==> config.mk <==
export PLATFORM = sky130hd
export DESIGN_NAME = temp_result_format_limit_compare
export DESIGN_NICKNAME = d
export VERILOG_FILES = /design/src/rtl/temp_monitor_pkg.sv /design/src/rtl/temp_result_format_limit_compare.sv
export SDC_FILE = /design/constraint.sdc
export NUM_CORES = 1
export LEC_CHECK = 0
export BUFFER_PORTS_ARGS = -buffer_cell sky130_fd_sc_hd__clkbuf_2
export CORE_MARGIN = 10
export CORE_UTILIZATION = 30
export CTS_BUF_LIST = sky130_fd_sc_hd__clkbuf_8
export CTS_CLUSTER_SIZE = 10
export DETAILED_ROUTE_END_ITERATION = 8
export SLEW_MARGIN = 20
export SYNTH_ARGS = -nofsm -noshare
export SYNTH_HDL_FRONTEND = slang
export SYNTH_SLANG_ARGS = --single-unit
==> constraint.sdc <==
create_clock -name ref_clk -period 7.9 [get_ports ref_clk]
set_clock_uncertainty 0.05 [all_clocks]
set_input_delay 1.58 -clock ref_clk [delete_from_list [all_inputs] [get_ports ref_clk]]
set_output_delay 1.58 -clock ref_clk [all_outputs]
set_load 0.03 [all_outputs]
==> src/rtl/temp_monitor_pkg.sv <==
package temp_monitor_pkg;

    // ----------------------------------------------------------------
    // Sizes
    // ----------------------------------------------------------------
    localparam int NCH    = 5;
    localparam int RAW_W  = 12;
    localparam int CODE_W = 11;

    // Link slave address, plain default
    localparam logic [6:0] DEV_ADDR = 7'h4c;

    // ----------------------------------------------------------------
    // Register offsets
    // ----------------------------------------------------------------
    localparam logic [7:0] ADR_STATUS     = 8'h02;
    localparam logic [7:0] ADR_CONFIG     = 8'h03;
    localparam logic [7:0] ADR_CONFIG_ALT = 8'h09;
    localparam logic [7:0] ADR_ONESHOT    = 8'h0f;
    localparam logic [7:0] ADR_HI0_A      = 8'h05;
    localparam logic [7:0] ADR_HI0_B      = 8'h0b;
    localparam logic [7:0] ADR_LO0_A      = 8'h06;
    localparam logic [7:0] ADR_LO0_B      = 8'h0c;
    localparam logic [7:0] ADR_HYST       = 8'h21;
    localparam logic [7:0] ADR_HISTAT     = 8'h35;
    localparam logic [7:0] ADR_LOSTAT     = 8'h36;
    localparam logic [7:0] ADR_CRITSTAT   = 8'h37;
    localparam logic [7:0] ADR_TEMP_BASE  = 8'h60;
    localparam logic [7:0] ADR_HI_BASE    = 8'h70;
    localparam logic [7:0] ADR_LO_BASE    = 8'h78;
    localparam logic [7:0] ADR_CRIT_BASE  = 8'h80;

    // ----------------------------------------------------------------
    // Field positions
    // ----------------------------------------------------------------
    localparam int CFG_MASK  = 7;
    localparam int CFG_STOP  = 6;
    localparam int CFG_RANGE = 2;
    localparam int ST_HIGH   = 4;
    localparam int ST_LOW    = 3;
    localparam int ST_CRIT   = 1;

    // ----------------------------------------------------------------
    // Reset values and code limits
    // ----------------------------------------------------------------
    localparam logic [7:0] RST_CONFIG   = 8'h00;
    localparam logic [7:0] RST_HI_LIM   = 8'h55;
    localparam logic [7:0] RST_LO_LIM   = 8'h00;
    localparam logic [7:0] RST_CRIT_LIM = 8'h64;
    localparam logic [7:0] RST_HYST     = 8'h0a;
    localparam logic [CODE_W-1:0] CODE_MAX = 11'h7ff;
    localparam logic [CODE_W-1:0] DEF_MAX  = 11'h3ff;
    localparam logic signed [RAW_W:0] EXT_OFFSET = 13'sh0200;

    // Link slave states
    typedef enum logic [2:0] {
        L_IDLE, L_ADDR, L_ADDR_ACK, L_PTR,
        L_DATA_ACK, L_WDATA, L_RDATA, L_RACK
    } link_e;

endpackage : temp_monitor_pkg

==> src/rtl/temp_result_format_limit_compare.sv <==
`timescale 1ns/100ps
// Notes on behaviour
// - Result is 11 bits: high byte, low top three
// - Default range: unsigned, 0.125 degree steps to 127.875
// - Extended range: offset by 64 degrees
// - Default range clamps to zero and 127.875
// - Extended range clamps to minus 64 and 191.875
// - New result compared with its high, low limits
// - Each channel has own high, low, critical limits
// - Result above high limit sets status and warning
// - Result at or below low sets status, warning
// - Warning output can be masked by configuration
// - Result at or above critical asserts critical, unmasked
// - Aliased limit registers behave identically at each address
// - Standby limit writes act after next conversion
// - One-shot write or clearing stop starts conversion
// - One internal plus four external channels
// - High status read clears bits and summary flag
// - Critical releases below limit minus hysteresis
module temp_result_format_limit_compare
    import temp_monitor_pkg::*;
(
    input  wire logic                    ref_clk,
    input  wire logic                    rst,
    input  wire logic                    sclIn,
    input  wire logic                    sdaIn,
    output logic                         sdaOut,
    output logic                         sdaOe,
    input  wire logic                    convDone,
    input  wire logic [2:0]              convCh,
    input  wire logic signed [RAW_W-1:0] convRaw,
    output logic                         convStart,
    output logic                         standby,
    output logic                         warnOe,
    output logic                         critOe
);

    // ----------------------------------------------------------------
    // State
    // ----------------------------------------------------------------
    typedef struct packed {
        link_e                       st;
        logic [2:0]                  sclSync;
        logic [2:0]                  sdaSync;
        logic [3:0]                  cnt;
        logic [7:0]                  shift;
        logic [7:0]                  tx;
        logic [7:0]                  ptr;
        logic                        sdaOe;
        logic                        sdaOut;
        logic [7:0]                  deviceConfiguration;
        logic [7:0]                  hyst;
        logic [NCH-1:0][7:0]         hiLim;
        logic [NCH-1:0][7:0]         loLim;
        logic [NCH-1:0][7:0]         critLim;
        logic [NCH-1:0][CODE_W-1:0]  temp;
        logic [NCH-1:0]              hiStat;
        logic [NCH-1:0]              loStat;
        logic [NCH-1:0]              critOn;
        logic                        warnOe;
        logic                        critOe;
        logic                        convStart;
    } state_s;

    state_s s;
    state_s next_s;

    // ----------------------------------------------------------------
    // Functions
    // ----------------------------------------------------------------

    // Raw signed eighths of a degree to an 11-bit result code
    function automatic logic [CODE_W-1:0] fmtTemp(
        input logic signed [RAW_W-1:0] raw,
        input logic                    ext
    );
        logic signed [RAW_W:0] v;
        logic [CODE_W-1:0]     top;
        top = ext ? CODE_MAX : DEF_MAX;
        v   = {raw[RAW_W-1], raw};
        if (ext) begin
            v = v + EXT_OFFSET;
        end
        if (v < 13'sh0000) begin
            fmtTemp = '0;
        end else if (v > $signed({2'b00, top})) begin
            fmtTemp = top;
        end else begin
            fmtTemp = v[CODE_W-1:0];
        end
    endfunction : fmtTemp

    // Limit byte scaled onto the result code grid
    function automatic logic [CODE_W:0] limCode(input logic [7:0] lim);
        limCode = {1'b0, lim, 3'b000};
    endfunction : limCode

    // Folds alias addresses onto one register
    function automatic logic [7:0] canon(input logic [7:0] a);
        unique case (a)
            ADR_HI0_A, ADR_HI0_B: canon = ADR_HI_BASE;
            ADR_LO0_A, ADR_LO0_B: canon = ADR_LO_BASE;
            ADR_CONFIG_ALT:       canon = ADR_CONFIG;
            default:              canon = a;
        endcase
    endfunction : canon

    // Register read data for a canonical address
    function automatic logic [7:0] readReg(
        input logic [7:0] a,
        input state_s     r
    );
        logic [7:0] d;
        d = 8'h00;
        unique case (a)
            ADR_STATUS: begin
                d[ST_HIGH] = |r.hiStat;
                d[ST_LOW]  = |r.loStat;
                d[ST_CRIT] = |r.critOn;
            end
            ADR_CONFIG:   d = r.deviceConfiguration;
            ADR_HYST:     d = r.hyst;
            ADR_HISTAT:   d = {3'b000, r.hiStat};
            ADR_LOSTAT:   d = {3'b000, r.loStat};
            ADR_CRITSTAT: d = {3'b000, r.critOn};
            default:      d = 8'h00;
        endcase
        for (int i = 0; i < NCH; i++) begin
            if (a == 8'(ADR_HI_BASE + i)) begin
                d = r.hiLim[i];
            end
            if (a == 8'(ADR_LO_BASE + i)) begin
                d = r.loLim[i];
            end
            if (a == 8'(ADR_CRIT_BASE + i)) begin
                d = r.critLim[i];
            end
            if (a == 8'(ADR_TEMP_BASE + 2 * i)) begin
                d = r.temp[i][CODE_W-1:3];
            end
            if (a == 8'(ADR_TEMP_BASE + 2 * i + 1)) begin
                d = {r.temp[i][2:0], 5'b00000};
            end
        end
        readReg = d;
    endfunction : readReg

    // ----------------------------------------------------------------
    // Next state
    // ----------------------------------------------------------------

    // Link slave, register access, conversion compare and pins
    always_comb begin
        logic             sclRise;
        logic             sclFall;
        logic             startC;
        logic             stopC;
        logic             sdaBit;
        logic             wr;
        logic             rd;
        logic [7:0]       a;
        logic [7:0]       wd;
        logic [7:0]       rdata;
        logic [NCH-1:0]   setHi;
        logic [NCH-1:0]   setLo;
        logic [CODE_W-1:0] code;
        logic signed [CODE_W+1:0] relTh;
        next_s    = s;
        sclRise   = s.sclSync[1] & ~s.sclSync[2];
        sclFall   = ~s.sclSync[1] & s.sclSync[2];
        startC    = s.sclSync[1] & s.sclSync[2]
                    & ~s.sdaSync[1] & s.sdaSync[2];
        stopC     = s.sclSync[1] & s.sclSync[2]
                    & s.sdaSync[1] & ~s.sdaSync[2];
        sdaBit    = s.sdaSync[1];
        wr        = 1'b0;
        rd        = 1'b0;
        a         = canon(s.ptr);
        wd        = s.shift;
        rdata     = readReg(a, s);
        setHi     = '0;
        setLo     = '0;
        code      = '0;
        relTh     = '0;
        next_s.convStart = 1'b0;
        next_s.sdaOut    = 1'b0;

        // Two-stage synchronisers plus one stage for edges
        next_s.sclSync = {s.sclSync[1:0], sclIn};
        next_s.sdaSync = {s.sdaSync[1:0], sdaIn};

        // Receive shift on rising clock edges
        if (sclRise && (s.st == L_ADDR || s.st == L_PTR
                        || s.st == L_WDATA)) begin
            next_s.shift = {s.shift[6:0], sdaBit};
            next_s.cnt   = s.cnt + 4'h1;
        end

        // Byte level sequencing on falling clock edges
        if (sclFall) begin
            unique case (s.st)
                L_IDLE:     next_s.sdaOe = 1'b0;
                L_ADDR: begin
                    if (s.cnt == 4'h8) begin
                        next_s.cnt = 4'h0;
                        if (s.shift[7:1] == DEV_ADDR) begin
                            next_s.sdaOe = 1'b1;
                            next_s.st    = L_ADDR_ACK;
                        end else begin
                            next_s.st = L_IDLE;
                        end
                    end
                end
                L_ADDR_ACK: begin
                    if (s.shift[0]) begin
                        rd            = 1'b1;
                        next_s.tx     = {rdata[6:0], 1'b0};
                        next_s.sdaOe  = ~rdata[7];
                        next_s.cnt    = 4'h1;
                        next_s.st     = L_RDATA;
                    end else begin
                        next_s.sdaOe = 1'b0;
                        next_s.st    = L_PTR;
                    end
                end
                L_PTR: begin
                    if (s.cnt == 4'h8) begin
                        next_s.ptr   = s.shift;
                        next_s.cnt   = 4'h0;
                        next_s.sdaOe = 1'b1;
                        next_s.st    = L_DATA_ACK;
                    end
                end
                L_DATA_ACK: begin
                    next_s.sdaOe = 1'b0;
                    next_s.st    = L_WDATA;
                end
                L_WDATA: begin
                    if (s.cnt == 4'h8) begin
                        wr           = 1'b1;
                        next_s.cnt   = 4'h0;
                        next_s.sdaOe = 1'b1;
                        next_s.st    = L_DATA_ACK;
                    end
                end
                L_RDATA: begin
                    if (s.cnt == 4'h8) begin
                        next_s.sdaOe = 1'b0;
                        next_s.st    = L_RACK;
                    end else begin
                        next_s.sdaOe = ~s.tx[7];
                        next_s.tx    = {s.tx[6:0], 1'b0};
                        next_s.cnt   = s.cnt + 4'h1;
                    end
                end
                L_RACK: begin
                    rd            = 1'b1;
                    next_s.tx     = {rdata[6:0], 1'b0};
                    next_s.sdaOe  = ~rdata[7];
                    next_s.cnt    = 4'h1;
                    next_s.st     = L_RDATA;
                end
            endcase
        end

        // A master NACK ends the read burst
        if (sclRise && s.st == L_RACK && sdaBit) begin
            next_s.st = L_IDLE;
        end

        // Start and stop override any byte in progress
        if (startC) begin
            next_s.st    = L_ADDR;
            next_s.cnt   = 4'h0;
            next_s.sdaOe = 1'b0;
        end else if (stopC) begin
            next_s.st    = L_IDLE;
            next_s.sdaOe = 1'b0;
        end

        // Register writes
        if (wr) begin
            if (a == ADR_CONFIG) begin
                next_s.deviceConfiguration = wd;
                if (s.deviceConfiguration[CFG_STOP] && !wd[CFG_STOP]) begin
                    next_s.convStart = 1'b1;
                end
            end
            if (a == ADR_ONESHOT) begin
                next_s.convStart = 1'b1;
            end
            if (a == ADR_HYST) begin
                next_s.hyst = wd;
            end
            for (int i = 0; i < NCH; i++) begin
                if (a == 8'(ADR_HI_BASE + i)) begin
                    next_s.hiLim[i] = wd;
                end
                if (a == 8'(ADR_LO_BASE + i)) begin
                    next_s.loLim[i] = wd;
                end
                if (a == 8'(ADR_CRIT_BASE + i)) begin
                    next_s.critLim[i] = wd;
                end
            end
        end

        // Store a finished conversion and compare it
        if (convDone && convCh < 3'(NCH)) begin
            code = fmtTemp(convRaw, s.deviceConfiguration[CFG_RANGE]);
            next_s.temp[convCh] = code;
            if ({1'b0, code} > limCode(s.hiLim[convCh])) begin
                setHi[convCh] = 1'b1;
            end
            if ({1'b0, code} <= limCode(s.loLim[convCh])) begin
                setLo[convCh] = 1'b1;
            end
            relTh = $signed({1'b0, limCode(s.critLim[convCh])})
                    - $signed({1'b0, limCode(s.hyst)});
            if ({1'b0, code} >= limCode(s.critLim[convCh])) begin
                next_s.critOn[convCh] = 1'b1;
            end else if ($signed({2'b00, code}) < relTh) begin
                next_s.critOn[convCh] = 1'b0;
            end
        end

        // Sticky status: read clears, a same-cycle set wins
        next_s.hiStat = (rd && a == ADR_HISTAT) ? setHi
                        : s.hiStat | setHi;
        next_s.loStat = (rd && a == ADR_LOSTAT) ? setLo : s.loStat | setLo;

        // Pin drive, warning masked, critical never masked
        next_s.warnOe = ~s.deviceConfiguration[CFG_MASK]
                        & (|next_s.hiStat | |next_s.loStat);
        next_s.critOe = |next_s.critOn;
    end

    // ----------------------------------------------------------------
    // Registers
    // ----------------------------------------------------------------

    // State register with synchronous reset
    always_ff @(posedge ref_clk) begin
        if (rst) begin
            s           <= '0;
            s.st        <= L_IDLE;
            s.sclSync   <= 3'h7;
            s.sdaSync   <= 3'h7;
            s.deviceConfiguration <= RST_CONFIG;
            s.hyst      <= RST_HYST;
            s.hiLim     <= {NCH{RST_HI_LIM}};
            s.loLim     <= {NCH{RST_LO_LIM}};
            s.critLim   <= {NCH{RST_CRIT_LIM}};
        end else begin
            s <= next_s;
        end
    end

    // Outputs straight from flip-flops
    assign sdaOut    = s.sdaOut;
    assign sdaOe     = s.sdaOe;
    assign convStart = s.convStart;
    assign standby   = s.deviceConfiguration[CFG_STOP];
    assign warnOe    = s.warnOe;
    assign critOe    = s.critOe;

endmodule : temp_result_format_limit_compare

; ---- Yosys cells after proc, flatten, opt, wreduce, memory -nomap -nowiden
; Index checks and enable logic that the tools add are counted.
[totals]
ff_bits = 248
input_bits = 20
out_inout_bits = 6
word_cells = 274
[classes]
add_sub_neg = 3
order_cmp = 9
n_eq_ne = 57
mux = 92
bitwise = 22
n_reduce_logical = 53
[op_table]
columns = op, count
row1 = two-way mux 8 bit, 30
row2 = equality test 8 x 7 -> 1 bit (second input constant), 20
row3 = binary-select mux 8 bit (select 3 bit), 3
row4 = bitwise mux 55 bit, 1
row5 = two-way mux 11 bit, 5
row6 = case mux 8 bit (3 select lines), 2
row7 = two-way mux 5 bit, 9
row8 = equality test 8 bit (second input constant), 5
row9 = AND reduction 2 bit, 17
row10 = demux 11 bit (select 3 bit), 1
row11 = equality test 8 x 4 -> 1 bit (second input constant), 4
row12 = equality test 8 x 6 -> 1 bit (second input constant), 4
row13 = OR reduction 5 bit, 6
row14 = two-way mux 13 bit, 2
row15 = two-way mux 1 bit, 19
row16 = case mux 3 bit (6 select lines), 1
row17 = equality test 8 x 2 -> 1 bit (second input constant), 2
row18 = equality test 8 x 3 -> 1 bit (second input constant), 2
row19 = two-way mux 4 bit, 4
row20 = case mux 4 bit (4 select lines), 1
row21 = OR 5 bit, 3
row22 = AND reduction 5 bit, 3
row23 = adder 12 x 11 -> 13 bit (second input constant), 1
row24 = greater-than comparator 13 x 12 -> 1 bit, 1
row25 = 48 further kinds, 90

; ---- Longest topological paths before layout
[depth]
ltp_word = 33
depth_mapped = 24
mapped_depth_nobuf = 22

; ---- Worst setup path after synthesis
; OpenSTA, ideal clock, no wires.
[synth_path]
kind = input port to flip-flop
from = input port convCh[0]
to = register s, in the netlist critOe
setup_ns = 0.138
arrival_ns = 5.818
required_ns = 7.712
slack_ns = 1.893
path_stages = 22
n_path_buf = 3
cell_sequence = clkbuf_1 > clkbuf_1 > clkbuf_1 > mux4_2 > inv_1 > o21a_1 > ha_1 > inv_1 > fa_1 > a211o_1 > o211ai_1 > nand2b_1 > a21oi_1 > xor2_1 > ha_1 > a21o_1 > a211oi_1 > o31ai_1 > o31a_1 > a2bb2oi_1 > o21ai_0 > a41oi_1
[synth_between]
elab_chain_cells = 10
word_cells_on_any_way = 19
classes_between = 1 x add/sub / 5 x order compare / 7 x mux / 3 x bitwise / 3 x reduce/logical
[synth_rtl]
columns = element, line_no
row1 = start: declaration, temp_result_format_limit_compare.sv:30  ; input wire logic [2:0] convCh,
row2 = "parallel branches: the longest is 8 deep, another holds subtractor 11 x 11 -> 12 bit", --
row3 = two-way mux 5 bit (*), temp_result_format_limit_compare.sv:309  ; if (convDone && convCh < 3'(NCH)) begin
row4 = OR reduction 5 bit (*), temp_result_format_limit_compare.sv:335  ; next_s.critOe = |next_s.critOn;
row5 = end signal: assignment, temp_result_format_limit_compare.sv:355  ; s <= next_s;
row6 = end: declaration, temp_result_format_limit_compare.sv:65  ; state_s s;
; Mark *: on every way between the ends. The select of a mux whose other input is x is not followed.
; A chain may end at the register's enable or synchronous reset.

; ---- Final worst setup path
; Ends and elaborated chain as after synthesis.

==> summary.txt <==
Setup path
  • Setup CP Type: input port to flop
  • Top cell by count, worst path: a21oi_1
  • Critical-path maximum fanout: 30
  • WP data required: 8250 ps
  • Critical Path AT: 6440 ps
  • Largest delay contributor family on the critical path: compound AO/OA/AOI/OAI gates
  • CP Capture Type: flop
  • CP cell instances: clkbuf_2 -> nor2_1 -> a21oi_1 -> o22a_1 -> inv_1 -> ha_1 -> nor2b_1 -> o21ai_0 -> a21oi_1 -> o21ai_0 -> nand2b_1 -> a21o_1 -> a21oi_1 -> xor2_1 -> ha_1 -> a211oi_1 -> o31ai_1 -> nor2_1 -> a21boi_0 -> a21oi_1 -> a41oi_1
  • CP bufs+invs: 2
  • CP peak stage delay: 910 ps
  • Startpoint Class: input port
  • Slowest library cell on the worst path: nor2_1

Power
  • PwrDens: 173.7 nW/um2
  • Leakage power: 0.005663 uW
  • Maximum vdd drop: 0.08303 mV

Layout
  • Area grow syn2layout: 11.45%
  • Layout net count: 1899
  • Share of layout cells above drive strength 1: 8.579%
  • N_diodes: 0
  • Design area: 15500 um2

Synthesis
  • Post-synthesis compound-gate area fraction: 23.54%
  • Largest family of logic cells by synthesized area: simple AND/OR/NAND/NOR gates
  • Post-synthesis mux area share: 6.170%
  • Most used flip-flop cell after synthesis: dfxtp_1
  • Number of synthesized flops with an enable pin: 0
  • Synth Area in XOR/XNOR: 0.5666%
  • Adder-cell share of the synthesized area: 3.922%
  • Register area share after synthesis: 35.40%
  • Area share of the largest cell type after synthesis: 35.40%
  • Syn. warnings: 0
  • Synth unique cells: 84
  • Count leader, synth: nand2_1
  • Leading post-synthesis cells by cell area: dfxtp_1 (35%), nand2_1 (8.7%), a21oi_1 (7.0%)
  • Area share of and/or/nand/nor cells after synthesis: 25.63%
  • Mapped Cells: 1846
  • Net Count, Synth: 1909
  • Most frequent cells after synthesis: nand2_1 (322), dfxtp_1 (246), nor2_1 (238)
  • Ys async rst share: 0%
  • Synth Cell Area: 13910 um2
  • Seq cells post-synth: 246
  • Area leader, netlist: dfxtp_1
  • Syn avg cell area: 7.536 um2

Timing
  • Slew at the pin closest to its max-slew limit: 1141 ps
  • Final setup viols: 0
  • Min Tclk post-route: 6084 ps
  • Setup TNS: 0 ps
  • RSZ-0062 raised after global routing: no
  • Achievable Freq: 164.4 MHz
  • PnR worst setup slack: 1816 ps
  • Final Hold Vio Count: 0
  • Max Slew Vio Count: 0
  • Rel. slew slack: 23.22%
  • Tcrit/Tclk final: 77.02%

Route
  • Drt first pass iters: 6
  • DR iter-0 viols: 1769
  • Detail Route Antenna Nets: 0
  • Vias per std cell: 5.923
  • Detailed Route WL: 67800 um
  • Drc violations: 0
  • Via count: 14600
  • DR WL/cell: 27.50 um

Clock network
  • Total CTS buffers: 43
  • CTS root buf: clkbuf_8
  • CTS tree: yes
  • Num Clock Sinks: 246
  • CTS resizes: 0
  • CTS max path bufs: 3
  • Reg clk slew, reported paths: 60 ps
  • H-Tree Level Count: 2
  • Buffer count from post-CTS setup fixing: 0
  • CTS Hold Bufs: 0
  • Clk_lat worst skew: 580 ps

Floorplanning
  • I/O pins: 26
  • Initial cell density of the core: 30.52%
  • DIE AREA: 55380 um2
  • Rows: 78
  • Area of the core: 45580 um2
  • Die Wd: 235.3 um
  • Die height: 235.3 um

Placed design
  • Area after DPL: 14620 um2
  • Placed wire-length estimate: 50120 um
  • Port Buffers: 24
  • Routability-driven placement congestion ratio: 1.011
  • Pre-CTS setup slack: 1308 ps

Global routing
  • Total track usage: 23.26%
  • Vias in the first global route: 13530
  • Initial antenna violation count: 0
  • Global route overflow: 0
  • Pin count of the biggest net entering global routing: 98
  • First-pass GRT wire length: 96790 um

Hold path
  • HP Class: flop to flop

Run
  • Max-cap viol count: 0

Status
  • Status: finished, final reports clean
per-layer routing:
metal,track usage (%),share of wire [%],vias to the layer above,routed length (um)
met5,0,0,-,0
met4,9.123,4.3,0,2889
met3,4.302,8.6,153,5818
met2,35.98,44,731,29770
met1,31.35,43,7157,29320
li1,-,-,6560,-
cells by family after synthesis:
kind of cell	count (synthesis)
AOI/OAI and AO/OA	517
other	1
buffers and inverters	167
adders and majority gates	43
DFF	246
muxes	72
and+or+nand+nor	791
xor gates and xnor gates	9
power breakdown:
part           internal (uW)  switching (uW)
registers               1250            11.3
logic                   58.8             133
clock network            685             553
metrics by stage:
stage                     utilization [%]  hold WS [ps]  power, uW  instances
final                               34.02         375.4       2692       2465
after global routing                34.02         398.3       2782       2465
after CTS                           34.02         379.4       2710       2465
after detailed placement            32.07         361.7       1478       2391
after global placement              32.06         353.6       1477       2391
after floorplan                         -         339.5       1412       1846
worst register-to-register path, stage by stage (launching register included):
cell and delay [ps]:
dfxtp_1 660, a21oi_1 310, o21ai_1 780, inv_1 280, ha_1 380, nor2b_1 140
o21ai_0 140, a21oi_1 90, nor3_1 140, nor2_1 70, o31ai_1 780, o21ai_0 240
a311oi_1 300
state kept, by name, summed over array words and instances (netlist names):
| register | flops |
|---|---|
| s | 237 |
| next_s | 4 |
| convStart | 1 |
| critOe | 1 |
| sdaOe | 1 |
| standby | 1 |
| warnOe | 1 |
layout by cell type (no fill, tap or decap), drive strengths merged, types with 8 or more instances in the layout:
cell,netlist,routed
clkbuf,88,78
a211oi,28,28
o211ai,17,17
nor4,14,14
a21o,10,10
and2,10,10
o2111ai,8,8
inv,54,69
nor3,34,34
a31oi,14,14
a221oi,15,15
nand2b,21,21
ha,42,42
nand3,58,58
nand4,17,17
a22oi,34,34
nand2,322,322
or2,9,9
buf,24,34
nor2,244,244
nor2b,18,18
o21ai,91,91
and3,9,9
o21a,20,20
o221ai,10,10
mux2i,61,61
a21oi,195,195
dfxtp,246,246
o22ai,14,14
mux4,11,11
worst paths after layout:
kind	slack, ps	end	cells after the start	startpoint
setup / recovery	1820	critOe	21	convCh[0]
hold / removal	380	next_s[241]	1	next_s[240]
setup reg to reg	3450	warnOe	12	s[203]
hold reg to reg	380	next_s[241]	1	next_s[240]
area by class of cell:
class                   instances  area [um2]
well taps                     600       750.7
clock inverters                19       128.9
multi-input cells            1433        8362
repair buffers                 57       374.1
flip-flops and latches        246        4925
inverters                      55       206.4
clock buffers                  55       757.0
fillers                      4850       30070
Power figures use the tool's default switching activity.
